$ cat src/rtl/lin_fault_pkg.sv
// Constants shared by the LIN fault and wake monitor and its timer.
// Assumes a 10 MHz device clock and synchronous pin and analog flags.
package lin_fault_pkg;

    // ----------------------------------------
    // Clock
    // ----------------------------------------
    localparam int CLK_PERIOD_NS = 100;

    // ----------------------------------------
    // Supervision times, in their own unit
    // ----------------------------------------
    localparam int TX_DOMINANT_TIMEOUT_US = 20_000;
    localparam int BUS_SHORT_GROUND_TIME_US = 10_000;
    localparam int WAKE_PULSE_MIN_TIME_US = 150;

    // Least times, rounded up to whole cycles
    localparam int TX_DOMINANT_CYCLES =
        (TX_DOMINANT_TIMEOUT_US * 1000 + CLK_PERIOD_NS - 1) / CLK_PERIOD_NS;
    localparam int BUS_SHORT_CYCLES =
        (BUS_SHORT_GROUND_TIME_US * 1000 + CLK_PERIOD_NS - 1) / CLK_PERIOD_NS;
    localparam int WAKE_PULSE_CYCLES =
        (WAKE_PULSE_MIN_TIME_US * 1000 + CLK_PERIOD_NS - 1) / CLK_PERIOD_NS;

    // ----------------------------------------
    // Counter widths and counts
    // ----------------------------------------
    localparam int TIMER_WIDTH = 20;
    localparam int RX_STUCK_WIDTH = 3;
    localparam logic [RX_STUCK_WIDTH-1:0] RX_STUCK_COUNT = 3'h7;
    localparam logic [RX_STUCK_WIDTH-1:0] RX_STUCK_RESET = 3'h0;

    // ----------------------------------------
    // Transceiver mode field
    // ----------------------------------------
    localparam int MODE_MSB = 1;
    localparam logic [1:0] MODE_NORMAL = 2'h3;
    localparam logic [1:0] MODE_LISTEN = 2'h1;
    localparam logic [1:0] MODE_RESET = 2'h0;

endpackage : lin_fault_pkg

$ cat src/rtl/lin_level_timer.sv
// Saturating cycle counter that reports when a level has lasted too long.
// Assumes run is a synchronous level; the count restarts when it drops.
`timescale 1ns/1ps

module lin_level_timer #(
    parameter int LIMIT = 16
) (
    // Clock and reset
    input wire logic clk,
    input wire logic rst,
    // Watched level
    input wire logic run,
    // Limit passed while run held
    output logic expired
);

    logic [lin_fault_pkg::TIMER_WIDTH-1:0] count;
    logic [lin_fault_pkg::TIMER_WIDTH-1:0] next_count;
    logic limitReached;

    // Limit cast once to the counter width
    localparam logic [lin_fault_pkg::TIMER_WIDTH-1:0] LIMIT_W =
        lin_fault_pkg::TIMER_WIDTH'(LIMIT);

    assign limitReached = (count >= LIMIT_W);

    always_comb
    begin
        next_count = '0;
        if (run && !limitReached)
        begin
            next_count = count + 1'b1;
        end
        else if (run)
        begin
            next_count = count;
        end
    end

    always_ff @(posedge clk or posedge rst)
    begin
        if (rst)
        begin
            count <= '0;
        end
        else
        begin
            count <= next_count;
        end
    end

    assign expired = run && limitReached;

endmodule : lin_level_timer

$ cat src/rtl/lin_fault_and_wake_monitor.sv
// LIN transceiver fault supervision and bus wake-up detection.
// Assumes all pins and analog comparator flags are synchronous to clk;
// bus level 1 is recessive, 0 dominant.
//
// Behaviour
// - Supply undervoltage holds the bus recessive.
// - Transmit input low past timeout turns driver off; receiver keeps working.
// - Transmit timeout clears mode MSB and sets transmit-stuck flag.
// - Driver returns only after mode rewritten normal and transmit seen high.
// - Transmit timeout supervision runs only in normal or listen mode.
// - Receive output high seven dominant cycles disables driver and receiver.
// - Receive-stuck fault clears mode MSB and sets receive-stuck flag.
// - Receive-stuck recovery needs mode normal then a bus falling edge.
// - Receive-stuck supervision runs only in normal or listen mode.
// - Bus dominant past short time flags error; transceiver keeps running.
// - Bus short supervision runs only in normal or listen mode.
// - Current limit holds bus recessive; prior mode resumes afterwards.
// - Overtemperature turns driver off; receiver keeps working.
// - Overtemperature clears mode MSB and sets overtemperature flag.
// - Driver stays off until temperature below threshold minus hysteresis.
// - Four error flags raise interrupt unless inhibit bit set.
// - Low-power off with wake enabled wakes on long dominant pulse.
// - Wake needs fall, dominant past wake time, then rise; qualified at rise.
// - Mode 11 drives bus from transmit input and reports bus level.
// - Mode 01 only reports bus level; driver stays off.
// - Summary bit is OR of four flags; flags stick until reset or read.
`timescale 1ns/1ps

module lin_fault_and_wake_monitor #(
    parameter int TX_DOMINANT_CYCLES = lin_fault_pkg::TX_DOMINANT_CYCLES,
    parameter int BUS_SHORT_CYCLES = lin_fault_pkg::BUS_SHORT_CYCLES,
    parameter int WAKE_PULSE_CYCLES = lin_fault_pkg::WAKE_PULSE_CYCLES
) (
    // Clock and power-on reset
    input wire logic clk,
    input wire logic rst,
    // Mode field control
    input wire logic modeWrite,
    input wire logic [1:0] modeWriteValue,
    output logic [1:0] modeField,
    // Controller pins
    input wire logic busTxInput,
    output logic busRxOutput,
    input wire logic busRxOutputSense,
    // Bus pin
    input wire logic busLevel,
    output logic busDrive,
    // Analog status
    input wire logic supplyUndervoltage,
    input wire logic driverCurrentLimit,
    input wire logic overTempHigh,
    input wire logic overTempBelowHyst,
    // Low-power state
    input wire logic lowPowerOffState,
    input wire logic wakeEnable,
    output logic wakeEvent,
    // Diagnostic flags
    input wire logic diagRead,
    output logic txStuckDominantFlag,
    output logic rxStuckRecessiveFlag,
    output logic busDominantShortFlag,
    output logic driverOvertempFlag,
    output logic linSummary,
    // Interrupt
    input wire logic busErrorIrqInhibit,
    output logic busErrorIrq
);

    // ----------------------------------------
    // Declarations
    // ----------------------------------------
    typedef enum logic [1:0] {
        WAKE_IDLE,
        WAKE_DOMINANT,
        WAKE_LOCKED
    } wake_state_t;

    wake_state_t wakeState;
    wake_state_t next_wakeState;

    logic [1:0] next_modeField;
    logic txFault;
    logic next_txFault;
    logic rxFault;
    logic next_rxFault;
    logic otFault;
    logic next_otFault;
    logic txRearm;
    logic next_txRearm;
    logic rxRearm;
    logic next_rxRearm;
    logic otRearm;
    logic next_otRearm;
    logic [lin_fault_pkg::RX_STUCK_WIDTH-1:0] rxStuckCount;
    logic [lin_fault_pkg::RX_STUCK_WIDTH-1:0] next_rxStuckCount;
    logic busPrev;
    logic next_busDrive;
    logic next_busRxOutput;
    logic next_wakeEvent;
    logic next_txFlag;
    logic next_rxFlag;
    logic next_domFlag;
    logic next_otFlag;

    logic supervise;
    logic txTimeout;
    logic busShort;
    logic wakeLong;
    logic wakeArmed;
    logic busFall;
    logic busRise;
    logic txQual;
    logic rxQual;
    logic otQual;
    logic modeNormalWrite;
    logic driverAllowed;
    logic receiverOn;

    // ----------------------------------------
    // Supervision windows and timers
    // ----------------------------------------
    assign supervise = (modeField == lin_fault_pkg::MODE_NORMAL)
        || (modeField == lin_fault_pkg::MODE_LISTEN);

    assign busFall = busPrev && !busLevel;
    assign busRise = !busPrev && busLevel;
    assign wakeArmed = lowPowerOffState && wakeEnable;

    lin_level_timer #(
        .LIMIT(TX_DOMINANT_CYCLES)
    ) txTimer (
        .clk(clk),
        .rst(rst),
        .run(supervise && !busTxInput && !txFault),
        .expired(txTimeout)
    );

    lin_level_timer #(
        .LIMIT(BUS_SHORT_CYCLES)
    ) shortTimer (
        .clk(clk),
        .rst(rst),
        .run(supervise && !busLevel),
        .expired(busShort)
    );

    // Runs on into the rise cycle, so the pulse length is known there
    lin_level_timer #(
        .LIMIT(WAKE_PULSE_CYCLES)
    ) wakeTimer (
        .clk(clk),
        .rst(rst),
        .run(wakeState == WAKE_DOMINANT),
        .expired(wakeLong)
    );

    // ----------------------------------------
    // Fault qualification
    // ----------------------------------------
    assign txQual = txTimeout;
    // Receive pin high while our driver pulls the bus dominant
    assign rxQual = supervise && !rxFault && busDrive && busRxOutputSense
        && (rxStuckCount == lin_fault_pkg::RX_STUCK_COUNT - 1'b1);
    assign otQual = overTempHigh && !otFault;
    assign modeNormalWrite = modeWrite
        && (modeWriteValue == lin_fault_pkg::MODE_NORMAL);

    // ----------------------------------------
    // Mode, fault and recovery state
    // ----------------------------------------
    always_comb
    begin
        next_modeField = modeField;
        next_txFault = txFault;
        next_rxFault = rxFault;
        next_otFault = otFault;
        next_txRearm = txRearm;
        next_rxRearm = rxRearm;
        next_otRearm = otRearm;
        next_rxStuckCount = lin_fault_pkg::RX_STUCK_RESET;

        if (modeWrite)
        begin
            next_modeField = modeWriteValue;
        end
        // A fault in the same cycle clears the MSB of the write
        if (txQual || rxQual || otQual)
        begin
            next_modeField[lin_fault_pkg::MODE_MSB] = 1'b0;
        end

        // Seven consecutive stuck cycles
        if (supervise && !rxFault && busDrive && busRxOutputSense)
        begin
            next_rxStuckCount = rxStuckCount + 1'b1;
        end

        // Transmit timeout latch and release
        if (txQual)
        begin
            next_txFault = 1'b1;
            next_txRearm = 1'b0;
        end
        else if (txFault && modeNormalWrite)
        begin
            next_txRearm = 1'b1;
        end
        else if (txFault && txRearm && busTxInput)
        begin
            next_txFault = 1'b0;
            next_txRearm = 1'b0;
        end

        // Receive stuck latch and release on a fresh dominant edge
        if (rxQual)
        begin
            next_rxFault = 1'b1;
            next_rxRearm = 1'b0;
        end
        else if (rxFault && modeNormalWrite)
        begin
            next_rxRearm = 1'b1;
        end
        else if (rxFault && rxRearm && busFall)
        begin
            next_rxFault = 1'b0;
            next_rxRearm = 1'b0;
        end

        // Overtemperature: hysteresis beats any software request
        if (otQual)
        begin
            next_otFault = 1'b1;
            next_otRearm = 1'b0;
        end
        else if (otFault && modeNormalWrite)
        begin
            next_otRearm = 1'b1;
        end
        else if (otFault && otRearm && busTxInput && overTempBelowHyst)
        begin
            next_otFault = 1'b0;
            next_otRearm = 1'b0;
        end
    end

    always_ff @(posedge clk or posedge rst)
    begin
        if (rst)
        begin
            modeField <= lin_fault_pkg::MODE_RESET;
            txFault <= 1'b0;
            rxFault <= 1'b0;
            otFault <= 1'b0;
            txRearm <= 1'b0;
            rxRearm <= 1'b0;
            otRearm <= 1'b0;
            rxStuckCount <= lin_fault_pkg::RX_STUCK_RESET;
        end
        else
        begin
            modeField <= next_modeField;
            txFault <= next_txFault;
            rxFault <= next_rxFault;
            otFault <= next_otFault;
            txRearm <= next_txRearm;
            rxRearm <= next_rxRearm;
            otRearm <= next_otRearm;
            rxStuckCount <= next_rxStuckCount;
        end
    end

    // ----------------------------------------
    // Driver and receiver
    // ----------------------------------------
    // Current limit and undervoltage only mask the drive; no state is lost
    assign driverAllowed = (modeField == lin_fault_pkg::MODE_NORMAL)
        && !txFault && !rxFault && !otFault
        && !supplyUndervoltage
        && !driverCurrentLimit
        && !lowPowerOffState;
    assign receiverOn = supervise && !rxFault;

    always_comb
    begin
        next_busDrive = driverAllowed && !busTxInput && !txQual
            && !rxQual && !otQual;
        next_busRxOutput = 1'b1;
        if (lowPowerOffState)
        begin
            next_busRxOutput = 1'b0;
        end
        else if (receiverOn && !rxQual)
        begin
            next_busRxOutput = busLevel;
        end
    end

    always_ff @(posedge clk or posedge rst)
    begin
        if (rst)
        begin
            busDrive <= 1'b0;
            busRxOutput <= 1'b1;
            busPrev <= 1'b1;
        end
        else
        begin
            busDrive <= next_busDrive;
            busRxOutput <= next_busRxOutput;
            busPrev <= busLevel;
        end
    end

    // ----------------------------------------
    // Sticky diagnostic flags
    // ----------------------------------------
    // Set wins over a clear-on-read in the same cycle
    always_comb
    begin
        next_txFlag = (txStuckDominantFlag && !diagRead) || txQual;
        next_rxFlag = (rxStuckRecessiveFlag && !diagRead) || rxQual;
        next_domFlag = (busDominantShortFlag && !diagRead) || busShort;
        next_otFlag = (driverOvertempFlag && !diagRead) || otQual;
    end

    always_ff @(posedge clk or posedge rst)
    begin
        if (rst)
        begin
            txStuckDominantFlag <= 1'b0;
            rxStuckRecessiveFlag <= 1'b0;
            busDominantShortFlag <= 1'b0;
            driverOvertempFlag <= 1'b0;
        end
        else
        begin
            txStuckDominantFlag <= next_txFlag;
            rxStuckRecessiveFlag <= next_rxFlag;
            busDominantShortFlag <= next_domFlag;
            driverOvertempFlag <= next_otFlag;
        end
    end

    assign linSummary = txStuckDominantFlag || rxStuckRecessiveFlag
        || busDominantShortFlag || driverOvertempFlag;
    assign busErrorIrq = linSummary && !busErrorIrqInhibit;

    // ----------------------------------------
    // Wake pulse detection
    // ----------------------------------------
    // A bus already dominant at entry waits for recessive first, so a
    // stuck bus cannot wake the device.
    always_comb
    begin
        next_wakeState = wakeState;
        next_wakeEvent = 1'b0;
        case (wakeState)
            WAKE_IDLE:
            begin
                if (wakeArmed && busFall)
                begin
                    next_wakeState = WAKE_DOMINANT;
                end
            end
            WAKE_DOMINANT:
            begin
                if (!wakeArmed)
                begin
                    next_wakeState = WAKE_IDLE;
                end
                else if (busRise)
                begin
                    next_wakeEvent = wakeLong;
                    next_wakeState = WAKE_IDLE;
                end
            end
            WAKE_LOCKED:
            begin
                next_wakeState = WAKE_IDLE;
            end
            default:
            begin
                next_wakeState = WAKE_IDLE;
            end
        endcase
    end

    always_ff @(posedge clk or posedge rst)
    begin
        if (rst)
        begin
            wakeState <= WAKE_IDLE;
            wakeEvent <= 1'b0;
        end
        else
        begin
            wakeState <= next_wakeState;
            wakeEvent <= next_wakeEvent;
        end
    end

endmodule : lin_fault_and_wake_monitor

$ cat config.mk
export PLATFORM = sky130hd
export DESIGN_NAME = lin_fault_and_wake_monitor
export DESIGN_NICKNAME = d
export VERILOG_FILES = /design/src/rtl/lin_fault_pkg.sv /design/src/rtl/lin_level_timer.sv /design/src/rtl/lin_fault_and_wake_monitor.sv
export SDC_FILE = /design/constraint.sdc
export NUM_CORES = 1
export LEC_CHECK = 0
export ABC_AREA = 1
export BUFFER_PORTS_ARGS = -buffer_cell sky130_fd_sc_hd__buf_2
export CAP_MARGIN = 30
export CORE_ASPECT_RATIO = 0.8
export CORE_MARGIN = 1
export CORE_UTILIZATION = 50
export DETAILED_ROUTE_END_ITERATION = 10
export GPL_TIMING_DRIVEN = 0
export PLACE_DENSITY = 0.68
export SYNTH_ARGS = -nofsm -noshare
export SYNTH_HDL_FRONTEND = slang
export SYNTH_SLANG_ARGS = --single-unit
$ cat constraint.sdc
create_clock -name clk -period 4.2 [get_ports clk]
set_input_delay 0.42 -clock clk [delete_from_list [all_inputs] [get_ports clk]]
set_output_delay 0.42 -clock clk [all_outputs]
set_load 0.1 [all_outputs]
==> impl_metrics.csv <==
group,metric,value,unit
run_status,run_status,"complete, no violations",
drt,ant_nets,0,
clock_network,cts_inserted_buffers,9,
floorplan,dieWidth,106,µm
layout,drive_above_1_share,11.8,%
sta,setup_violations,0,
sta,tightest_slew,0.489,ns
logic_synthesis,synth_top_area_share,45.2,%
min_path,min_path_type,"input port to flip-flop",
sta,period_needed,1.80,ns
floorplan,num_rows,29,
logic_synthesis,yosysTopAreaCell,"dfrtp_1",
logic_synthesis,yosysUniqueCellTypes,35,
clock_network,clk_pin_slew,0.09,ns
sta,slew_violations,0,
setup_path,crit_type,"flip-flop to output port",
floorplan,start_util,52.9,%
setup_path,critPathMaxFanout,3,
global_routing,grt_overflow_total,0,
drt,first_pass_iters,5,
sta,hold_viol,0,
sta,tns,0,ns
logic_synthesis,syn-num-nets,601,
layout,post-route-util,59.1,%
logic_synthesis,synth.avg_cell_area,7.48,µm²
clock_network,clockRootBuffer,"clkbuf_8",
sta,slew-limit-headroom,67.6,%
logic_synthesis,synth-seq-cells,80,
layout,fin_nets,640,
setup_path,worst_ep_arrival_time,1.38,ns
drt,wl_per_cell,11.9,µm
layout,syn_to_final_growth,11.8,%
setup_path,cp.required,3.78,ns
logic_synthesis,netlist_instances,577,
global_routing,track_usage,22.3,%
logic_synthesis,synthFlopType,"dfrtp_1",
logic_synthesis,synth_edf_count,0,
power,cellPowerDensity,329,mW/mm²
clock_network,htreeDepth,3,
power,total_power,1.59,mW
sta,fin_skew,0.0147,ns
logic_synthesis,netlist_area,0.00432,mm²
global_routing,grt_max_degree,66,
floorplan,die_height,85.1,µm
logic_synthesis,ys_seq_area_share,46.4,%
clock_network,clk_latency,0.35,ns
sta,rsz0062_at_grt,"false",
drt,vias_per_cell,4.95,
clock_network,cts-resized-gates,0,
drt,dr_total_vias,3610,
logic_synthesis,synth_common_cells,"194 x nand2_1, 78 x dfrtp_1, 69 x inv_1",
global_routing,antenna_found_initial,0,
placed_design,place_ws,2.60,ns
logic_synthesis,yosys_warnings,0,
power,power_leakage,2.50,nW
floorplan,ioPinCount,27,
sta,finalWorstSetupSlack,2.40,ns
layout,antenna_cells,0,
global_routing,grt_pass1_wl,16100,µm
placed_design,io_buffers,26,
logic_synthesis,synthArstFlopShare,100,%
drt,routed_wl,8650,µm
logic_synthesis,ys_top_cells_by_area,"dfrtp_1 45%, nand2_1 17%, inv_1 6.0%",
floorplan,core_area,0.00816,mm²
setup_path,end_kind,"output port",
floorplan,dieArea,0.00901,mm²
clock_network,clkSinkCount,80,
placed_design,dpl.hpwl,6410,µm
logic_synthesis,synth.most_common_cell,"nand2_1",
clock_network,cts_tree,"yes",
sta,finalCritPeriodShare,42.9,%
global_routing,grt_pass1_vias,3438,
placed_design,place_congestion,0.854,
clock_network,clock_path_buffers,2,
sta,fmax,555,MHz
drt,first_iter_violations,181,
setup_path,startpoint_type,"flip-flop",
power,ir_worst_vdd,0.298,mV
flow_run,drv_cap,0,
drt,remaining_drc_errors,0,
cell usage in the layout (no fill, tap or decap), types with 4 or more instances in the layout:
cell type  netlist  layout
xnor2_1          6       6
nand4_1          8       8
nor2_2           4       4
inv_2            4       4
nand3_1         45      45
o21ai_1         14      14
nor3_1           7       7
dfrtp_1         78      78
nor2_1          67      67
nand2_2          5       5
buf_2            3      29
clkbuf_8         0      10
xor2_1          16      16
nand2_1        194     194
ha_1             8       8
a21oi_1          9       9
inv_1           69      68
o21ai_0         12      12
worst max-delay path, cell delays in order, from the launching register on:
cell and delay [ns]:
dfrtp_1 0.36, inv_1 0.07, a31oi_1 0.16, buf_2 0.45
layout make-up:
cell class / instances / area, µm²
clock inverter: 6 / 66.3
fill: 747 / 3340
clock buffer: 10 / 138
multi-input combinational: 414 / 1980
sequential: 80 / 2000
timing repair buffer: 28 / 168
tap: 108 / 135
buffer: 9 / 56.3
inverter: 74 / 280
cells by family (layout without fill, tap and decap cells):
family	count (synthesis)	count (layout)	share of synthesized area, %
and+or+nand+nor	342	342	33.8
buffers and inverters	83	127	7.74
AOI/OAI and AO/OA	42	42	5.22
xor gates and xnor gates	22	22	4.46
DFF	80	80	46.4
adders and majority gates	8	8	2.32
power by group:
group | switching (mW) | total (mW) | internal [mW]
Clock | 0.294 | 0.587 | 0.293
Combinational | 0.161 | 0.198 | 0.0364
Sequential | 0.0154 | 0.805 | 0.789
path summary, 6_finish.rpt:
kind                                     startpoint                 end  slack (ns)  cells past startpoint
worst max-delay path             driverOvertempFlag         busErrorIrq        2.40                      3
min in group asynchronous                       rst   txTimer.count[14]        0.54                      3
max in group asynchronous                       rst             busPrev        3.03                      4
worst max register to register  wakeTimer.count[17]  wakeTimer.count[3]        2.61                      7
worst min-delay path                       busLevel             busPrev        0.22                      1
worst min register to register      rxStuckCount[0]     rxStuckCount[0]        0.46                      1
through the flow:
step                      cell area (µm²)  hold slack, ns  instances
final                                4830           0.223        729
after floorplan                      4320           0.424        577
after global routing                 4830           0.206        729
after detailed placement             4610           0.373        712
after CTS                            4830           0.208        729
after global placement               4580           0.440        711
sequential cells by signal, indices dropped and copies added, names as in the netlist, 2 cells and up:
signal	count
shortTimer.count	20
txTimer.count	20
wakeTimer.count	20
rxStuckCount	3
modeField	2
timing repair:
action / 4_1_cts / 5_1_grt
endpoints found under the setup margin: 0 / 0
hold endpoints to repair: 15 / 0
hold buffers: 1 / 0
setup buffers: 0 / 0
layer usage:
layer | vias to the layer above | part of all wire, % | wire [µm] | GRT usage [%]
met3 | 9 | 3.5 | 307 | 4.30
met5 | - | 0 | 0 | 0
met4 | 0 | 1.1 | 99 | 6.57
met2 | 62 | 43 | 3700 | 34.6
met1 | 1669 | 53 | 4550 | 31.8
li1 | 1870 | - | - | -
(Power assumes the default switching activity.)
